[src/verilog/hpm_pkg.sv]
// Overview of operation
// - strap low gives gpio, high gives host
// - function fixed when reset is released
// - holders keep last driven level when floating
// - holders on at reset, software toggles them
// - gpio bits are inputs after reset
// - host lines inputs until host read
// - strap high selects multiplexed host mode
// - two byte transfers form one access
package hpm_pkg;
  localparam int          DATA_WIDTH     = 8;
  localparam logic        RST_HOLD_EN    = 1'b1;
  localparam logic        RST_FUNC_HOST  = 1'b0;
  localparam logic [7:0]  RST_GPIO_DIR   = 8'h00;
  localparam logic [7:0]  RST_DATA       = 8'h00;
  localparam int          SYNC_STAGES    = 2;

  // byte phase of a host cycle, gray along the path
  typedef enum logic [1:0] {
    HPM_PH_FIRST  = 2'b00,
    HPM_PH_SECOND = 2'b01
  } hpm_phase_type;
endpackage : hpm_pkg

[src/verilog/hpm_mux.sv]
`timescale 1ns/10ps
module hpm_mux
  import hpm_pkg::*;
(
  input  wire logic                            i_clock,
  input  wire logic                            i_rst,
  input  wire logic                            i_function_strap_pin,
  input  wire logic [hpm_pkg::DATA_WIDTH-1:0]  i_host_port_data_pins,
  output logic      [hpm_pkg::DATA_WIDTH-1:0]  o_host_port_data_pins,
  output logic      [hpm_pkg::DATA_WIDTH-1:0]  o_host_port_data_oe_n,
  input  wire logic                            i_hold_enable_wr,
  input  wire logic                            i_hold_enable_val,
  output logic                                 o_hold_enable,
  output logic                                 o_host_mode,
  input  wire logic                            i_gpio_dir_wr,
  input  wire logic [hpm_pkg::DATA_WIDTH-1:0]  i_gpio_dir,
  input  wire logic [hpm_pkg::DATA_WIDTH-1:0]  i_parallel_gpio_out,
  output logic      [hpm_pkg::DATA_WIDTH-1:0]  o_parallel_gpio_bits,
  input  wire logic                            i_host_address_strobe,
  input  wire logic                            i_host_strobe,
  input  wire logic                            i_host_read,
  input  wire logic [2*hpm_pkg::DATA_WIDTH-1:0] i_host_read_word,
  output logic      [2*hpm_pkg::DATA_WIDTH-1:0] o_host_word,
  output logic                                 o_host_word_valid,
  output logic      [2*hpm_pkg::DATA_WIDTH-1:0] o_host_address_register,
  output logic                                 o_host_address_valid
);
  import hpm_pkg::*;

  localparam int W = DATA_WIDTH;

  logic [W-1:0]   pins_s;
  logic           as_s;
  logic           strb_s;
  logic           rd_s;
  logic           strap_m;
  logic           strap_s;
  logic           sel_done;
  logic           host_fn;
  logic           hold_en;
  logic [W-1:0]   gpio_dir;
  logic [W-1:0]   gpio_in;
  logic [W-1:0]   pin_out;
  logic [W-1:0]   pin_oe_n;
  logic [W-1:0]   keep_level;
  logic [W-1:0]   next_pin_out;
  logic [W-1:0]   next_pin_oe_n;
  logic           strb_d;
  logic           as_d;
  logic           strb_rise;
  logic           as_rise;
  logic           pair_done;
  logic           addr_pend;
  hpm_phase_type  phase;
  logic [W-1:0]   first_byte;
  logic [2*W-1:0] word;
  logic           word_valid;
  logic [2*W-1:0] addr_reg;
  logic           addr_valid;

  // rising edge of a synchronised strobe
  function automatic logic rise_of(input logic now_val,
                                   input logic was_val);
    return now_val & ~was_val;
  endfunction : rise_of

  // byte of a read word for the current phase, high byte first
  function automatic logic [W-1:0] byte_of(input logic [2*W-1:0] w,
                                           input hpm_phase_type  ph);
    if (ph == HPM_PH_FIRST) begin
      return w[2*W-1:W];
    end else begin
      return w[W-1:0];
    end
  endfunction : byte_of

  // data pins come from outside the clock domain
  hpm_sync #(
    .WIDTH (W)
  ) u_hpm_sync_pins (
    .i_clock (i_clock),
    .i_rst   (i_rst),
    .i_async (i_host_port_data_pins),
    .o_sync  (pins_s)
  );

  // address strobe pin
  hpm_sync #(
    .WIDTH (1)
  ) u_hpm_sync_as (
    .i_clock (i_clock),
    .i_rst   (i_rst),
    .i_async (i_host_address_strobe),
    .o_sync  (as_s)
  );

  // data strobe pin, same latency as the data so both line up
  hpm_sync #(
    .WIDTH (1)
  ) u_hpm_sync_strb (
    .i_clock (i_clock),
    .i_rst   (i_rst),
    .i_async (i_host_strobe),
    .o_sync  (strb_s)
  );

  // read request pin
  hpm_sync #(
    .WIDTH (1)
  ) u_hpm_sync_rd (
    .i_clock (i_clock),
    .i_rst   (i_rst),
    .i_async (i_host_read),
    .o_sync  (rd_s)
  );

  // strap synchroniser has no reset: it must track the pin during reset
  always_ff @(posedge i_clock) begin
    strap_m <= i_function_strap_pin;
    strap_s <= strap_m;
  end

  // latch function once
  // the strap is taken at the first edge after release and then frozen,
  // so later strap activity cannot move the pins mid-run
  always_ff @(posedge i_clock or posedge i_rst) begin
    if (i_rst) begin
      sel_done <= 1'b0;
      host_fn  <= RST_FUNC_HOST;
    end else if (!sel_done) begin
      sel_done <= 1'b1;
      host_fn  <= strap_s;
    end
  end

  always_ff @(posedge i_clock or posedge i_rst) begin
    if (i_rst) begin
      hold_en <= RST_HOLD_EN;
    end else if (i_hold_enable_wr) begin
      hold_en <= i_hold_enable_val;
    end
  end

  always_ff @(posedge i_clock or posedge i_rst) begin
    if (i_rst) begin
      gpio_dir <= RST_GPIO_DIR;
    end else if (i_gpio_dir_wr && !host_fn) begin
      gpio_dir <= i_gpio_dir;
    end
  end

  // sampled gpio input levels
  always_ff @(posedge i_clock or posedge i_rst) begin
    if (i_rst) begin
      gpio_in <= RST_DATA;
    end else if (!host_fn) begin
      gpio_in <= pins_s;
    end
  end

  // strobe history; idle level of both strobes is low
  always_ff @(posedge i_clock or posedge i_rst) begin
    if (i_rst) begin
      strb_d <= 1'b0;
      as_d   <= 1'b0;
    end else begin
      strb_d <= strb_s;
      as_d   <= as_s;
    end
  end

  assign strb_rise = rise_of(strb_s, strb_d);
  assign as_rise   = rise_of(as_s, as_d);
  assign pair_done = host_fn & strb_rise & ~rd_s & (phase == HPM_PH_SECOND);

  // byte phase within a host cycle
  always_ff @(posedge i_clock or posedge i_rst) begin
    if (i_rst) begin
      phase      <= HPM_PH_FIRST;
      first_byte <= RST_DATA;
    end else if (host_fn && strb_rise) begin
      unique case (phase)
        HPM_PH_FIRST: begin
          phase <= HPM_PH_SECOND;
          if (!rd_s) begin
            first_byte <= pins_s;
          end
        end
        HPM_PH_SECOND: begin
          phase <= HPM_PH_FIRST;
        end
        default: begin
          phase <= HPM_PH_FIRST;
        end
      endcase
    end
  end

  // address strobe marks the next pair
  // set wins over the clear when both fall in one cycle
  always_ff @(posedge i_clock or posedge i_rst) begin
    if (i_rst) begin
      addr_pend <= 1'b0;
    end else if (host_fn && as_rise) begin
      addr_pend <= 1'b1;
    end else if (pair_done) begin
      addr_pend <= 1'b0;
    end
  end

  always_ff @(posedge i_clock or posedge i_rst) begin
    if (i_rst) begin
      word       <= '0;
      word_valid <= 1'b0;
      addr_reg   <= '0;
      addr_valid <= 1'b0;
    end else begin
      word_valid <= 1'b0;
      addr_valid <= 1'b0;
      if (pair_done && addr_pend) begin
        addr_reg   <= {first_byte, pins_s};
        addr_valid <= 1'b1;
      end else if (pair_done) begin
        word       <= {first_byte, pins_s};
        word_valid <= 1'b1;
      end
    end
  end

  // holders keep the last level
  // without holders a floating pin is shown at the reset level
  assign keep_level = hold_en ? pin_out : RST_DATA;

  // host lines driven only on read
  always_comb begin
    next_pin_oe_n = '1;
    next_pin_out  = keep_level;
    if (!sel_done) begin
      next_pin_oe_n = '1;
    end else if (!host_fn) begin
      next_pin_oe_n = ~gpio_dir;
      next_pin_out  = (i_parallel_gpio_out & gpio_dir) | (keep_level & ~gpio_dir);
    end else if (rd_s) begin
      next_pin_oe_n = '0;
      next_pin_out  = byte_of(i_host_read_word, phase);
    end
  end

  // pin drivers registered so outputs leave flip-flops
  always_ff @(posedge i_clock or posedge i_rst) begin
    if (i_rst) begin
      pin_out  <= RST_DATA;
      pin_oe_n <= '1;
    end else begin
      pin_out  <= next_pin_out;
      pin_oe_n <= next_pin_oe_n;
    end
  end

  // outputs straight from flip-flops
  assign o_host_port_data_pins   = pin_out;
  assign o_host_port_data_oe_n   = pin_oe_n;
  assign o_hold_enable           = hold_en;
  assign o_host_mode             = host_fn;
  assign o_parallel_gpio_bits    = gpio_in;
  assign o_host_word             = word;
  assign o_host_word_valid       = word_valid;
  assign o_host_address_register = addr_reg;
  assign o_host_address_valid    = addr_valid;
endmodule : hpm_mux

[src/verilog/hpm_sync.sv]
`timescale 1ns/10ps
// two-stage synchroniser for pin inputs
module hpm_sync #(
  parameter int WIDTH = 8
) (
  input  wire logic             i_clock,
  input  wire logic             i_rst,
  input  wire logic [WIDTH-1:0] i_async,
  output logic      [WIDTH-1:0] o_sync
);
  logic [WIDTH-1:0] meta;

  // first stage feeds only the second
  always_ff @(posedge i_clock or posedge i_rst) begin
    if (i_rst) begin
      meta   <= '0;
      o_sync <= '0;
    end else begin
      meta   <= i_async;
      o_sync <= meta;
    end
  end
endmodule : hpm_sync

[config.mk]
export PLATFORM = sky130hd
export DESIGN_NAME = hpm_mux
export DESIGN_NICKNAME = d
export VERILOG_FILES = /design/src/verilog/hpm_pkg.sv /design/src/verilog/hpm_mux.sv /design/src/verilog/hpm_sync.sv
export SDC_FILE = /design/constraint.sdc
export NUM_CORES = 1
export LEC_CHECK = 0
export BUFFER_PORTS_ARGS = -buffer_cell sky130_fd_sc_hd__buf_2
export CAP_MARGIN = 20
export CORE_MARGIN = 4
export CORE_UTILIZATION = 25
export DETAILED_ROUTE_END_ITERATION = 7
export PLACE_DENSITY = 0.5
export SLEW_MARGIN = 40
export SYNTH_ARGS = -nofsm -noshare
export SYNTH_HDL_FRONTEND = slang
export SYNTH_SLANG_ARGS = --single-unit
export TNS_END_PERCENT = 100
[constraint.sdc]
create_clock -name i_clock -period 4.6 [get_ports i_clock]
set_input_delay 0.69 -clock i_clock [delete_from_list [all_inputs] [get_ports i_clock]]
set_output_delay 0.69 -clock i_clock [all_outputs]
set_load 0.1 [all_outputs]
# == Word-level counts from Yosys, hierarchy flattened ==
# Index checks and enable logic that the tools add are counted.
# W data, S select, Z words.
# totals
regBits,106
latch_bits,0
ramBits,0
mem_bits_ro,0
input_bits,49
out_inout_bits,60
word_cells,63
n_memories,0
# op_classes
n_addsub,0
n_mul,0
div_mod_pow,0
n_lt_le_gt_ge,0
eq_ne,1
shifts,0
mux,14
bitwise,13
reduce_logical,9
# ops
cell,n
$mux W8,8
$and A8 B8 Y8,2
$not A8 Y8,1
$or A8 B8 Y8,1
$mux W1,6
$and A1 B1 Y1,5
$logic_and A1 B1 Y1,4
$not A1 Y1,4
$reduce_and A3 Y1,1
$eq A2 B1 Y1 const B,1
$logic_not A2 Y1,1
$reduce_and A2 Y1,1
$reduce_bool A2 Y1,1
$logic_not A1 Y1,1

# == Longest topological paths before layout ==
# Gate-level depths: netlist (run 1).
# depth
depth_word,8
ltp_mapped,5
depth_no_buf,3

# == By module ==
# Synthesis (run 1) repeated with hierarchy kept, for this count alone.
# unflattened
cells_unflattened,252
hier_area_um2,3888.7
# by_module_without_submodules
module,n_inst,cells_each,area_per_inst_um2
hpm_mux,1,226,3323.2
hpm_sync (u_hpm_sync_pins),1,17,404.1
hpm_sync (u_hpm_sync_as ...),3,3,53.8

# == Worst setup path before layout (run 1) ==
# No wires, ideal clock.
# synth_timing
kind,reg2reg
from,register host_fn (netlist: o_host_mode)
to,register first_byte[0]
setup_time_ns,0.125
arrival_time_ns,2.199
required_ns,4.475
setup_slack_ns,2.276
stages_incl_launch_ff,5
synth_period_minus_slack_ns,2.324
path_cell_list,dfrtp_1 > buf_4 > nand2_1 > nor4_2 > mux2_2
# synth_via
elab_chain_cells,2
# synth_rtl
item,line_no,rtl
start: declaration,hpm_mux.sv:39,logic host_fn;
start signal: assignment,hpm_mux.sv:132,host_fn <= strap_s;
$logic_and A1 B1 Y1,hpm_mux.sv:181,end else if (host_fn && strb_rise) begin
$reduce_and A3 Y1 (no line),n/a,
end signal: assignment,hpm_mux.sv:186,first_byte <= pins_s;
end: declaration,hpm_mux.sv:55,logic [W-1:0] first_byte;
# No other way between the ends.
# A chain may end at the register's enable or synchronous reset.

# == Final worst setup path (run 1) ==
# layout_timing
from,register host_fn (netlist: o_host_mode)
to,output port o_host_mode
# layout_rtl
item,line_no,rtl
end: declaration,hpm_mux.sv:14,"output logic o_host_mode,"
# No word-level cell between the ends.

==> summary.txt, run 1 <==
Logic synthesis
  • Top cell type's share of synthesized area: 60.3%
  • Commonest cells in the netlist: 94 x dfrtp_1, 57 x mux2_2, 11 x o21ai_0, 10 x a21oi_1, 10 x nor2b_1
  • Synth Instances: 264
  • Synth Flop Type: dfrtp_1
  • Cell Area, Synth: 3900 µm²
  • Net count after synthesis: 313
  • Register area share after synthesis: 67.3%
  • Fraction of registers with async set/reset: 98.1%
  • Cell with the most instances after synthesis: dfrtp_1
  • Yosys top cell by area: dfrtp_1
  • Post-synth EDFFs: 0
  • Synthesis warning total: 0
  • Post-synth cell types: 33
  • Post-synthesis register bit count: 105
  • Area contributors post-synth: dfrtp_1 60%, mux2_2 16%, dfstp_2 6.1%
  • Post-Syn Area per Cell: 14.8 µm²

Drt
  • Via count: 2453
  • Drt wl/cell: 15.5 µm
  • 1st-iter DRT viols: 84
  • DRT Wirelength: 9140 µm
  • Via/cell ratio: 4.16
  • Final ANT Viol Nets: 0
  • TritonRoute pass-1 iters: 4
  • DR DRC count: 0

Clocking
  • Reg clk slew, reported paths: 70 ps
  • Post-CTS Setup Bufs: 0
  • Cts-stage hold buffer count: 0
  • CTS tree: done
  • Cts bufs inserted: 9
  • Post-cts resize count: 0
  • Worst skew pair latency: 350 ps
  • Max Buffers Root-to-Sink: 2
  • Clk root buf: clkbuf_16
  • Clock sink count: 105
  • H-tree Lvls: 3

Global routing
  • First-pass GRT wire length: 14300 µm
  • Aggregate global routing overflow: 0
  • Met1 global-route usage: 12.5%
  • Vias in the first global route: 2656
  • GRT Util Overall: 10.5%
  • Initial antenna violation count: 0
  • Met3 Usage GRT: 2.81%
  • Grt met2 use: 17.4%
  • Most crowded layer after global routing: met2
  • Pin count of the biggest net entering global routing: 75

Layout
  • Nets: 423
  • Layout cell share with drive strength beyond 1: 53.3%
  • # diodes: 0
  • Util after Layout: 32.6%
  • Layout overhead on the synthesized area: 27.3%
  • Fillers: 1514

Critical path
  • Largest stage delay on the critical path: 550 ps
  • Worst EP required: 3910 ps
  • WP buf/inv: 2
  • CP cell instances: buf_4, buf_2
  • CP max FO: 26
  • CP endpoint kind: output pin
  • Critical path launch point type: register
  • CP top delay family: buffers and inverters
  • Critical path type: register to output pin
  • WP data arrival: 1810 ps
  • Crit-path slowest cell: dfrtp_1

STA
  • Slew Viols, Final: 0
  • Finish-stage setup viols: 0
  • RSZ-0062 raised after global routing: false
  • Worst-Margin Slew: 659 ps
  • Shortest period the worst path allows: 2500 ps
  • Setup Skew: 6.70 ps
  • Slew headroom: 56.1%
  • Sum of negative setup slack: 0 ps
  • Fin crit share: 54.3%
  • Final hold vios: 0
  • Fmax: 0.400 GHz

Place
  • IO Port Bufs: 108
  • Dpl hpwl: 6540 µm
  • Gp weighted congestion: 0.751

Die
  • Chip Width: 133 µm
  • Total I/O pin count: 109
  • Rows: 45
  • Core Area: 15300 µm²
  • Die area: 17700 µm²
  • Starting Density: 25.6%
  • Die H: 133 µm

Power
  • Static Leak: 2.37 nW
  • Max VDD drop: 0.000282 V
  • PwrDens: 671 nW/µm²

Outcome
  • Outcome: finished clean

Hold path
  • Worst min path class: register to register

Run
  • Max-cap violations: 0
[per-stage QoR]
step | hold slack (ps) | cells | cell area [µm²] | power, mW | setup slack, ps
floorplan | 310 | 264 | 3900 | 2.39 | 1220
global placement | 315 | 573 | 4660 | 2.62 | 2310
detailed placement | 312 | 574 | 4680 | 2.63 | 2340
CTS | 322 | 590 | 4970 | 3.38 | 2050
global route | 337 | 590 | 4970 | 3.48 | 1990
finish | 323 | 590 | 4970 | 3.34 | 2100
[power by group]
part           total [mW]  switching, mW  internal (mW)
Clock               0.735          0.336          0.400
Combinational        1.34           1.08          0.262
Sequential           1.26          0.149           1.12
[logic make-up after synthesis]
kind of cell           Yosys count  share of synthesized area [%]
XOR/XNOR                         1                          0.224
multiplexers                    64                           18.2
flip-flops                     105                           67.3
AO/OA/AOI/OAI                   38                           6.09
other                            1                         0.0961
buffers and inverters           17                           2.31
AND/OR/NAND/NOR                 38                           5.71
[cell type report]
cell class,count,area [µm²],share of cell area (%)
inverter,4,20.0,0.403
clock inverter,5,38.8,0.780
timing repair buffer,112,574,11.6
clock buffer,11,253,5.08
sequential,105,2630,52.9
multi-input combinational,142,1190,24.0
tap,211,264,5.31
[worst paths after layout]
kind                                                 from                          end  slack, ps  depth (start not counted)
min reg2reg                               strap_m$_DFF_P_              strap_s$_DFF_P_        320                          0
min                                       strap_m$_DFF_P_              strap_s$_DFF_P_        320                          0
max reg2reg                u_hpm_sync_rd.o_sync$_DFF_PP0_   o_host_word[0]$_DFFE_PP0P_       2380                          4
max in group asynchronous                           i_rst  o_host_word[13]$_DFFE_PP0P_       3290                          3
min in group asynchronous                           i_rst      gpio_dir[4]$_DFFE_PP0P_        450                          2
max                               o_host_mode$_DFFE_PP0N_                  o_host_mode       2100                          2
[cell usage in the layout, fill, tap and decap left out, drive strengths merged, types with 3 or more instances in the layout]
cell	count
a211o	3
a211oi	3
a21oi	10
buf	112
clkbuf	11
clkinv	3
dfrtp	94
dfstp	9
inv	5
mux2	57
mux2i	7
nand2	9
nand3	6
nor2	5
nor2b	10
o211ai	4
o21ai	11
[layer usage]
layer	up-vias	share of wire (%)
met5	-	0
met4	0	2.8
met3	19	4.0
met2	47	51
met1	1241	42
li1	1146	-
[registers in the layout, summed over array words and instances, names as in the netlist, 8 cells and up]
| register | flops |
|---|---|
| first_byte | 8 |
| gpio_dir | 8 |
| o_host_address_register | 16 |
| o_host_port_data_oe_n | 8 |
| o_host_port_data_pins | 8 |
| o_host_word | 16 |
| o_parallel_gpio_bits | 8 |
| u_hpm_sync_pins.meta | 8 |
| u_hpm_sync_pins.o_sync | 8 |
No activity file was read; power rests on OpenSTA's default activity.
==> run 2: changes to the inputs <==
==> constraint.sdc (replaced) <==
create_clock -name i_clock -period 2.34 [get_ports i_clock]
set_input_delay 0.351 -clock i_clock [delete_from_list [all_inputs] [get_ports i_clock]]
set_output_delay 0.351 -clock i_clock [all_outputs]
set_load 0.1 [all_outputs]
==> run 2 against run 1 <==
Against the previous run: utilization rose by 0.55 points; global-route usage fell by 0.19 points; total power rose by 100%.
==> summary.txt, run 2 (synthesis gave the netlist of run 1 again) <==
Global routing
  • Pin count of the biggest net entering global routing: 104 (+39%)
  • GRT Util Overall: 10.4% (-0.19 points)
  • Vias in the first global route: 2588 (-2.6%)
  • Initial antenna violation count: 0 (unchanged)
  • Aggregate global routing overflow: 0 (unchanged)
  • First-pass GRT wire length: 14100 µm (-1.3%)

STA
  • Sum of negative setup slack: 0 ps (unchanged)
  • Finish-stage setup viols: 0 (unchanged)
  • Shortest period the worst path allows: 1930 ps
  • Setup Skew: 10.1 ps (+3.39 ps)
  • Hold slack final: 111 ps (-212 ps)
  • Fin crit share: 82.4%
  • Worst-Margin Slew: 563 ps (-95.9 ps)
  • Slew Viols, Final: 0 (unchanged)
  • Final hold vios: 0 (unchanged)
  • RSZ-0062 raised after global routing: false
  • Slew headroom: 62.4% (+6.4 points)
  • Fmax: 0.519 GHz

Die
  • Die H: 133 µm (unchanged)
  • Rows: 45 (unchanged)
  • Chip Width: 133 µm (unchanged)
  • Total I/O pin count: 109 (unchanged)
  • Core Area: 15300 µm² (unchanged)
  • Starting Density: 25.6% (unchanged)
  • Die area: 17700 µm² (unchanged)

Layout
  • # diodes: 0 (unchanged)
  • Layout overhead on the synthesized area: 29.5%
  • Layout cell share with drive strength beyond 1: 53.1% (-0.17 points)
  • Most common library cell in the layout ignoring fill and taps: buf_2
  • Nets: 428 (+1.2%)
  • Commonest cells after routing, fill and taps aside: 107 x buf_2, 94 x dfrtp_1, 57 x mux2_2, 11 x o21ai_0

Outcome
  • Outcome: finished clean

Critical path
  • Critical path type: register to output pin
  • WP data arrival: 1580 ps (-230 ps)
  • Largest stage delay on the critical path: 740 ps (+190 ps)
  • CP top delay family: flip-flops
  • CP cell instances: buf_2
  • Worst EP required: 1990 ps (-1920 ps)
  • Critical path launch point type: register
  • CP endpoint kind: output pin
  • WP buf/inv: 1 (-1)
  • CP max FO: 17 (-35%)
  • Crit-path slowest cell: dfstp_2

Drt
  • Via/cell ratio: 4.10 (-1.4%)
  • TritonRoute pass-1 iters: 4 (unchanged)
  • DR DRC count: 0 (unchanged)
  • Final ANT Viol Nets: 0 (unchanged)
  • DRT Wirelength: 8940 µm (-2.2%)
  • Via count: 2438 (-0.61%)
  • 1st-iter DRT viols: 131 (+56%)
  • Drt wl/cell: 15.0 µm (-3.0%)

Place
  • IO Port Bufs: 108 (unchanged)
  • Gp weighted congestion: 0.728 (-3.2%)
  • Dpl hpwl: 6330 µm (-3.2%)

Power
  • Total net switching power: 3.03 mW (+94%)
  • Clock share of power: 23.8% (+1.8 points)
  • Flop pwr share: 36.4% (-1.5 points)
  • Max VDD drop: 0.000686 V (+140%)
  • PwrDens: 1330 nW/µm² (+98%)
  • Sw frac: 45.0% (-1.8 points)
  • Final Power: 6.73 mW (+100%)
  • Static Leak: 2.41 nW (+1.6%)
  • Internal: 3.70 mW (+110%)
  • Power share of the combinational group: 39.9% (-0.2 points)

Clocking
  • Post-CTS Setup Bufs: 0 (unchanged)
  • Max Buffers Root-to-Sink: 2 (unchanged)
  • Cts-stage hold buffer count: 0 (unchanged)
  • Clock sink count: 105 (unchanged)
  • Worst skew pair latency: 340 ps (about the same)
  • H-tree Lvls: 3 (unchanged)
  • Reg clk slew, reported paths: 70 ps (about the same)
  • Clk root buf: clkbuf_16
  • CTS tree: done
  • Cts bufs inserted: 9 (unchanged)
  • Post-cts resize count: 0 (unchanged)

Hold path
  • Worst min path class: input port to register

Run
  • Max-cap violations: 0 (unchanged)
[run 2: metal layers]
| layer | vias to the layer above | GRT usage, % | share of wire, % |
|---|---|---|---|
| met1 | 1214 | 13.3 | 45 |
| met3 | 14 | 2.36 | 3.2 |
| met4 | 0 | 5.08 | 2.1 |
| met5 | - | 0 | 0 |
| met2 | 44 | 16.4 | 50 |
| li1 | 1166 | - | - |
[run 2: cell type report]
| type | count | area [µm²] |
|---|---|---|
| Timing Repair Buffer | 117 | 636 |
| Clock buffer | 12 | 246 |
| Tap cell | 211 | 264 |
| Clock inverter | 4 | 76.3 |
| Multi-Input combinational cell | 142 | 1180 |
| Sequential cell | 105 | 2630 |
| Fill cell | 1538 | 10200 |
| Inverter | 4 | 18.8 |
[run 2: path summary, 6_finish.rpt]
kind,start,slack [ps],to,cells after the start
hold reg to reg,strap_m$_DFF_P_,340,strap_s$_DFF_P_,0
setup reg to reg,strb_d$_DFF_PP0_,610,o_host_word[4]$_DFFE_PP0P_,4
min in group asynchronous,i_rst,150,o_host_port_data_pins[4]$_DFF_PP0_,3
setup / recovery,o_hold_enable$_DFFE_PP1P_,410,o_hold_enable,1
max in group asynchronous,i_rst,1750,o_host_port_data_oe_n[6]$_DFF_PP1_,3
hold / removal,i_host_port_data_pins[5],110,u_hpm_sync_pins.meta[5]$_DFF_PP0_,1
[run 2: through the flow]
stage          area, µm²  std cells  setup WS [ps]  utilization [%]
2_1_floorplan       3910        264           16.3                -
3_3_place_gp        4730        579            611             31.0
3_5_place_dp        4730        579            597             31.0
4_1_cts             5050        595            393             33.1
5_1_grt             5050        595            365             33.1
6_report            5050        595            412             33.1
[run 2: worst register-to-register path: cells and delay by family (launching register included)]
kind	cells	cell delay, ps
and+or+nand+nor	2	570
DFF	1	400
muxes	1	370
buffers and inverters	1	280
[run 2: power by group through the flow]
stage,clock network (mW),registers (mW),logic (mW)
2_1_floorplan,0,4.16,0.533
5_1_grt,1.73,2.50,2.78
4_1_cts,1.67,2.46,2.71
6_report,1.60,2.44,2.68
3_3_place_gp,0,2.47,2.69
3_5_place_dp,0,2.49,2.71
==> run 3: changes to the inputs <==
--- a/config.mk
+++ b/config.mk
@@ -10,7 +10,7 @@
 export CORE_MARGIN = 4
 export CORE_UTILIZATION = 25
 export DETAILED_ROUTE_END_ITERATION = 7
-export PLACE_DENSITY = 0.5
+export PLACE_DENSITY = 0.52
 export SLEW_MARGIN = 40
 export SYNTH_ARGS = -nofsm -noshare
 export SYNTH_HDL_FRONTEND = slang
==> constraint.sdc (replaced) <==
create_clock -name i_clock -period 1.7 [get_ports i_clock]
set_input_delay 0.255 -clock i_clock [delete_from_list [all_inputs] [get_ports i_clock]]
set_output_delay 0.255 -clock i_clock [all_outputs]
set_load 0.1 [all_outputs]
==> run 3 against run 2 <==
Against the previous run: worst hold slack worse by 88 ps; sequential power is 39% higher; via count is 2.7% higher; critical path depth is 3 higher; worst setup slack worse by 360 ps; cell count is 2.5% higher; final area is 4.4% higher; clock power is 24% higher; critical endpoint is now o_host_word[15]$_DFFE_PP0P_; largest power group unchanged.
==> summary.txt, run 3 (synthesis gave the netlist of run 1 again) <==
Drt
  • DRT Wirelength: 9100 µm (+1.8%)
  • Via/cell ratio: 4.10 (+0.14%)
  • Final ANT Viol Nets: 0 (unchanged)
  • 1st-iter DRT viols: 89 (-32%)
  • DR DRC count: 0 (unchanged)
  • TritonRoute pass-1 iters: 4 (unchanged)
  • Via count: 2503 (+2.7%)
  • Drt wl/cell: 14.9 µm (-0.70%)

Die
  • Die area: 17700 µm² (unchanged)
  • Chip Width: 133 µm (unchanged)
  • Starting Density: 25.6% (unchanged)
  • Core Area: 15300 µm² (unchanged)
  • Rows: 45 (unchanged)
  • Die H: 133 µm (unchanged)
  • Total I/O pin count: 109 (unchanged)

Layout
  • Footprint of the multi-input gates: 1250 µm² (+5.8%)
  • Nets: 443 (+3.5%)
  • Final cell count without fillers: 610 (+2.5%)
  • Layout cell share with drive strength beyond 1: 53.9% (+0.76 points)
  • Commonest cells after routing, fill and taps aside: 106 x buf_2, 93 x dfrtp_1, 45 x mux2_2, 12 x mux2_4
  • Layout overhead on the synthesized area: 35.1%
  • Most common library cell in the layout ignoring fill and taps: buf_2
  • # diodes: 0 (unchanged)
  • Fillers: 1486 (-3.4%)
  • Fin area: 5280 µm² (+4.4%)
  • Util after Layout: 34.6% (+1.4 points)
  • Register area: 2630 µm² (+0.19%)

Power
  • PwrDens: 1740 nW/µm² (+31%)
  • Final Power: 9.18 mW (+36%)
  • Max VDD drop: 0.000560 V (-18%)
  • Static Leak: 2.50 nW (+3.8%)

STA
  • Setup Skew: 6.93 ps (-3.16 ps)
  • Shortest period the worst path allows: 1640 ps
  • Fin worst setup slack: 57.3 ps (-355 ps)
  • Slew headroom: 60.5% (-2.0 points)
  • Final hold vios: 0 (unchanged)
  • Sum of negative setup slack: 0 ps (unchanged)
  • Slew Viols, Final: 0 (unchanged)
  • Hold slack final: 22.9 ps (-88.1 ps)
  • Fin crit share: 96.6%
  • Fmax: 0.609 GHz
  • Finish-stage setup viols: 0 (unchanged)
  • Worst-Margin Slew: 593 ps (+29.3 ps)
  • RSZ-0062 raised after global routing: true

Clocking
  • Post-CTS Setup Bufs: 0 (unchanged)
  • Clk root buf: clkbuf_16
  • Cts bufs inserted: 9 (unchanged)
  • Worst skew pair latency: 340 ps (about the same)
  • H-tree Lvls: 3 (unchanged)
  • Max Buffers Root-to-Sink: 2 (unchanged)
  • CTS tree: done
  • Clock sink count: 105 (unchanged)
  • Reg clk slew, reported paths: 70 ps (about the same)

Hold path
  • Worst min path class: input port to register
  • WHS Path Cells: 1 (unchanged)

Critical path
  • Worst reg2reg path depth: 4 (unchanged)
  • Critical path type: register to register
  • CP endpoint kind: register
  • Worst EP required: 1930 ps (-60 ps)
  • WP buf/inv: 1 (unchanged)
  • Critical path launch point type: register
  • WP depth: 4 (+3)
  • CP cell instances: or3b_4, nor3_4, buf_12, mux2_2
  • CP top delay family: simple AND/OR/NAND/NOR gates
  • WP data arrival: 1870 ps (+290 ps)
  • Crit-path slowest cell: or3b_4
  • CP max FO: 14 (-3)
  • Largest stage delay on the critical path: 440 ps (-300 ps)
  • R2r setup slk: 60 ps (-550 ps)

Global routing
  • First-pass GRT wire length: 14700 µm (+4.1%)
  • Aggregate global routing overflow: 0 (unchanged)
  • GRT Util Overall: 10.6% (+0.26 points)
  • Vias in the first global route: 2686 (+3.8%)
  • Pin count of the biggest net entering global routing: 104 (unchanged)
  • Initial antenna violation count: 0 (unchanged)

Outcome
  • Outcome: finished clean

Place
  • Gp weighted congestion: 0.730 (+0.40%)
  • Placed Cells: 585 (+1.0%)
  • Post-DP Area: 4890 µm² (+3.4%)
  • Dpl hpwl: 6550 µm (+3.6%)
  • Dpl ws: 55.6 ps (-541 ps)
  • IO Port Bufs: 108 (unchanged)

Run
  • Max-cap violations: 0 (unchanged)
[run 3: cell count changes in the layout (fill, tap and decap cells not counted), sizes merged, moves of 2 or more]
cell         previous run  this run
clkinv                  1         3
buf                   117       123
bufinv                  2         0
inv                     3         5
dlygate4sd3             0         9
clkbuf                 12         9
[run 3: worst paths after layout]
| check | end | from |
|---|---|---|
| max reg2reg | o_host_word[15]$_DFFE_PP0P_ | u_hpm_sync_rd.o_sync$_DFF_PP0_ |
| max in group asynchronous | o_host_word[0]$_DFFE_PP0P_ | i_rst |
| min | u_hpm_sync_as.meta$_DFF_PP0_ | i_host_address_strobe |
| max | o_host_word[15]$_DFFE_PP0P_ | u_hpm_sync_rd.o_sync$_DFF_PP0_ |
| min in group asynchronous | o_host_port_data_pins[0]$_DFF_PP0_ | i_rst |
| min reg2reg | strap_s$_DFF_P_ | strap_m$_DFF_P_ |
[run 3: what timing repair did]
item | CTS | global route
endpoints found under the hold margin | 8 | 1
hold buffers | 8 | 1
gates resized for setup | 0 | 1
endpoints found under the setup margin | 0 | 3
[run 3: where the power goes]
part	internal, mW	switching (mW)	total [mW]	leakage [nW]
logic	0.830	2.98	3.81	1.09
clock network	1.02	0.968	1.99	0.137
registers	3.02	0.358	3.38	1.28
total	4.87	4.30	9.18	2.50
[run 3: area by class of cell]
cell class	instances	area share [%]
sequential	105	49.9
multi-input combinational	142	23.8
timing repair buffer	132	15.4
tap	211	5.00
clock buffer	9	4.27
clock inverter	7	1.23
inverter	4	0.356
[run 3: worst register-to-register path: stages, from the launching register on]
cell     delay [ps]
dfrtp_1         390
or3b_4          440
nor3_4          180
buf_12          190
mux2_2          340
[run 3: layer usage]
metal	share of wire, %	global-route usage (%)
met3	4.2	3.27
met1	43	13.3
met4	2.1	3.93
met5	0	0
met2	51	17.3
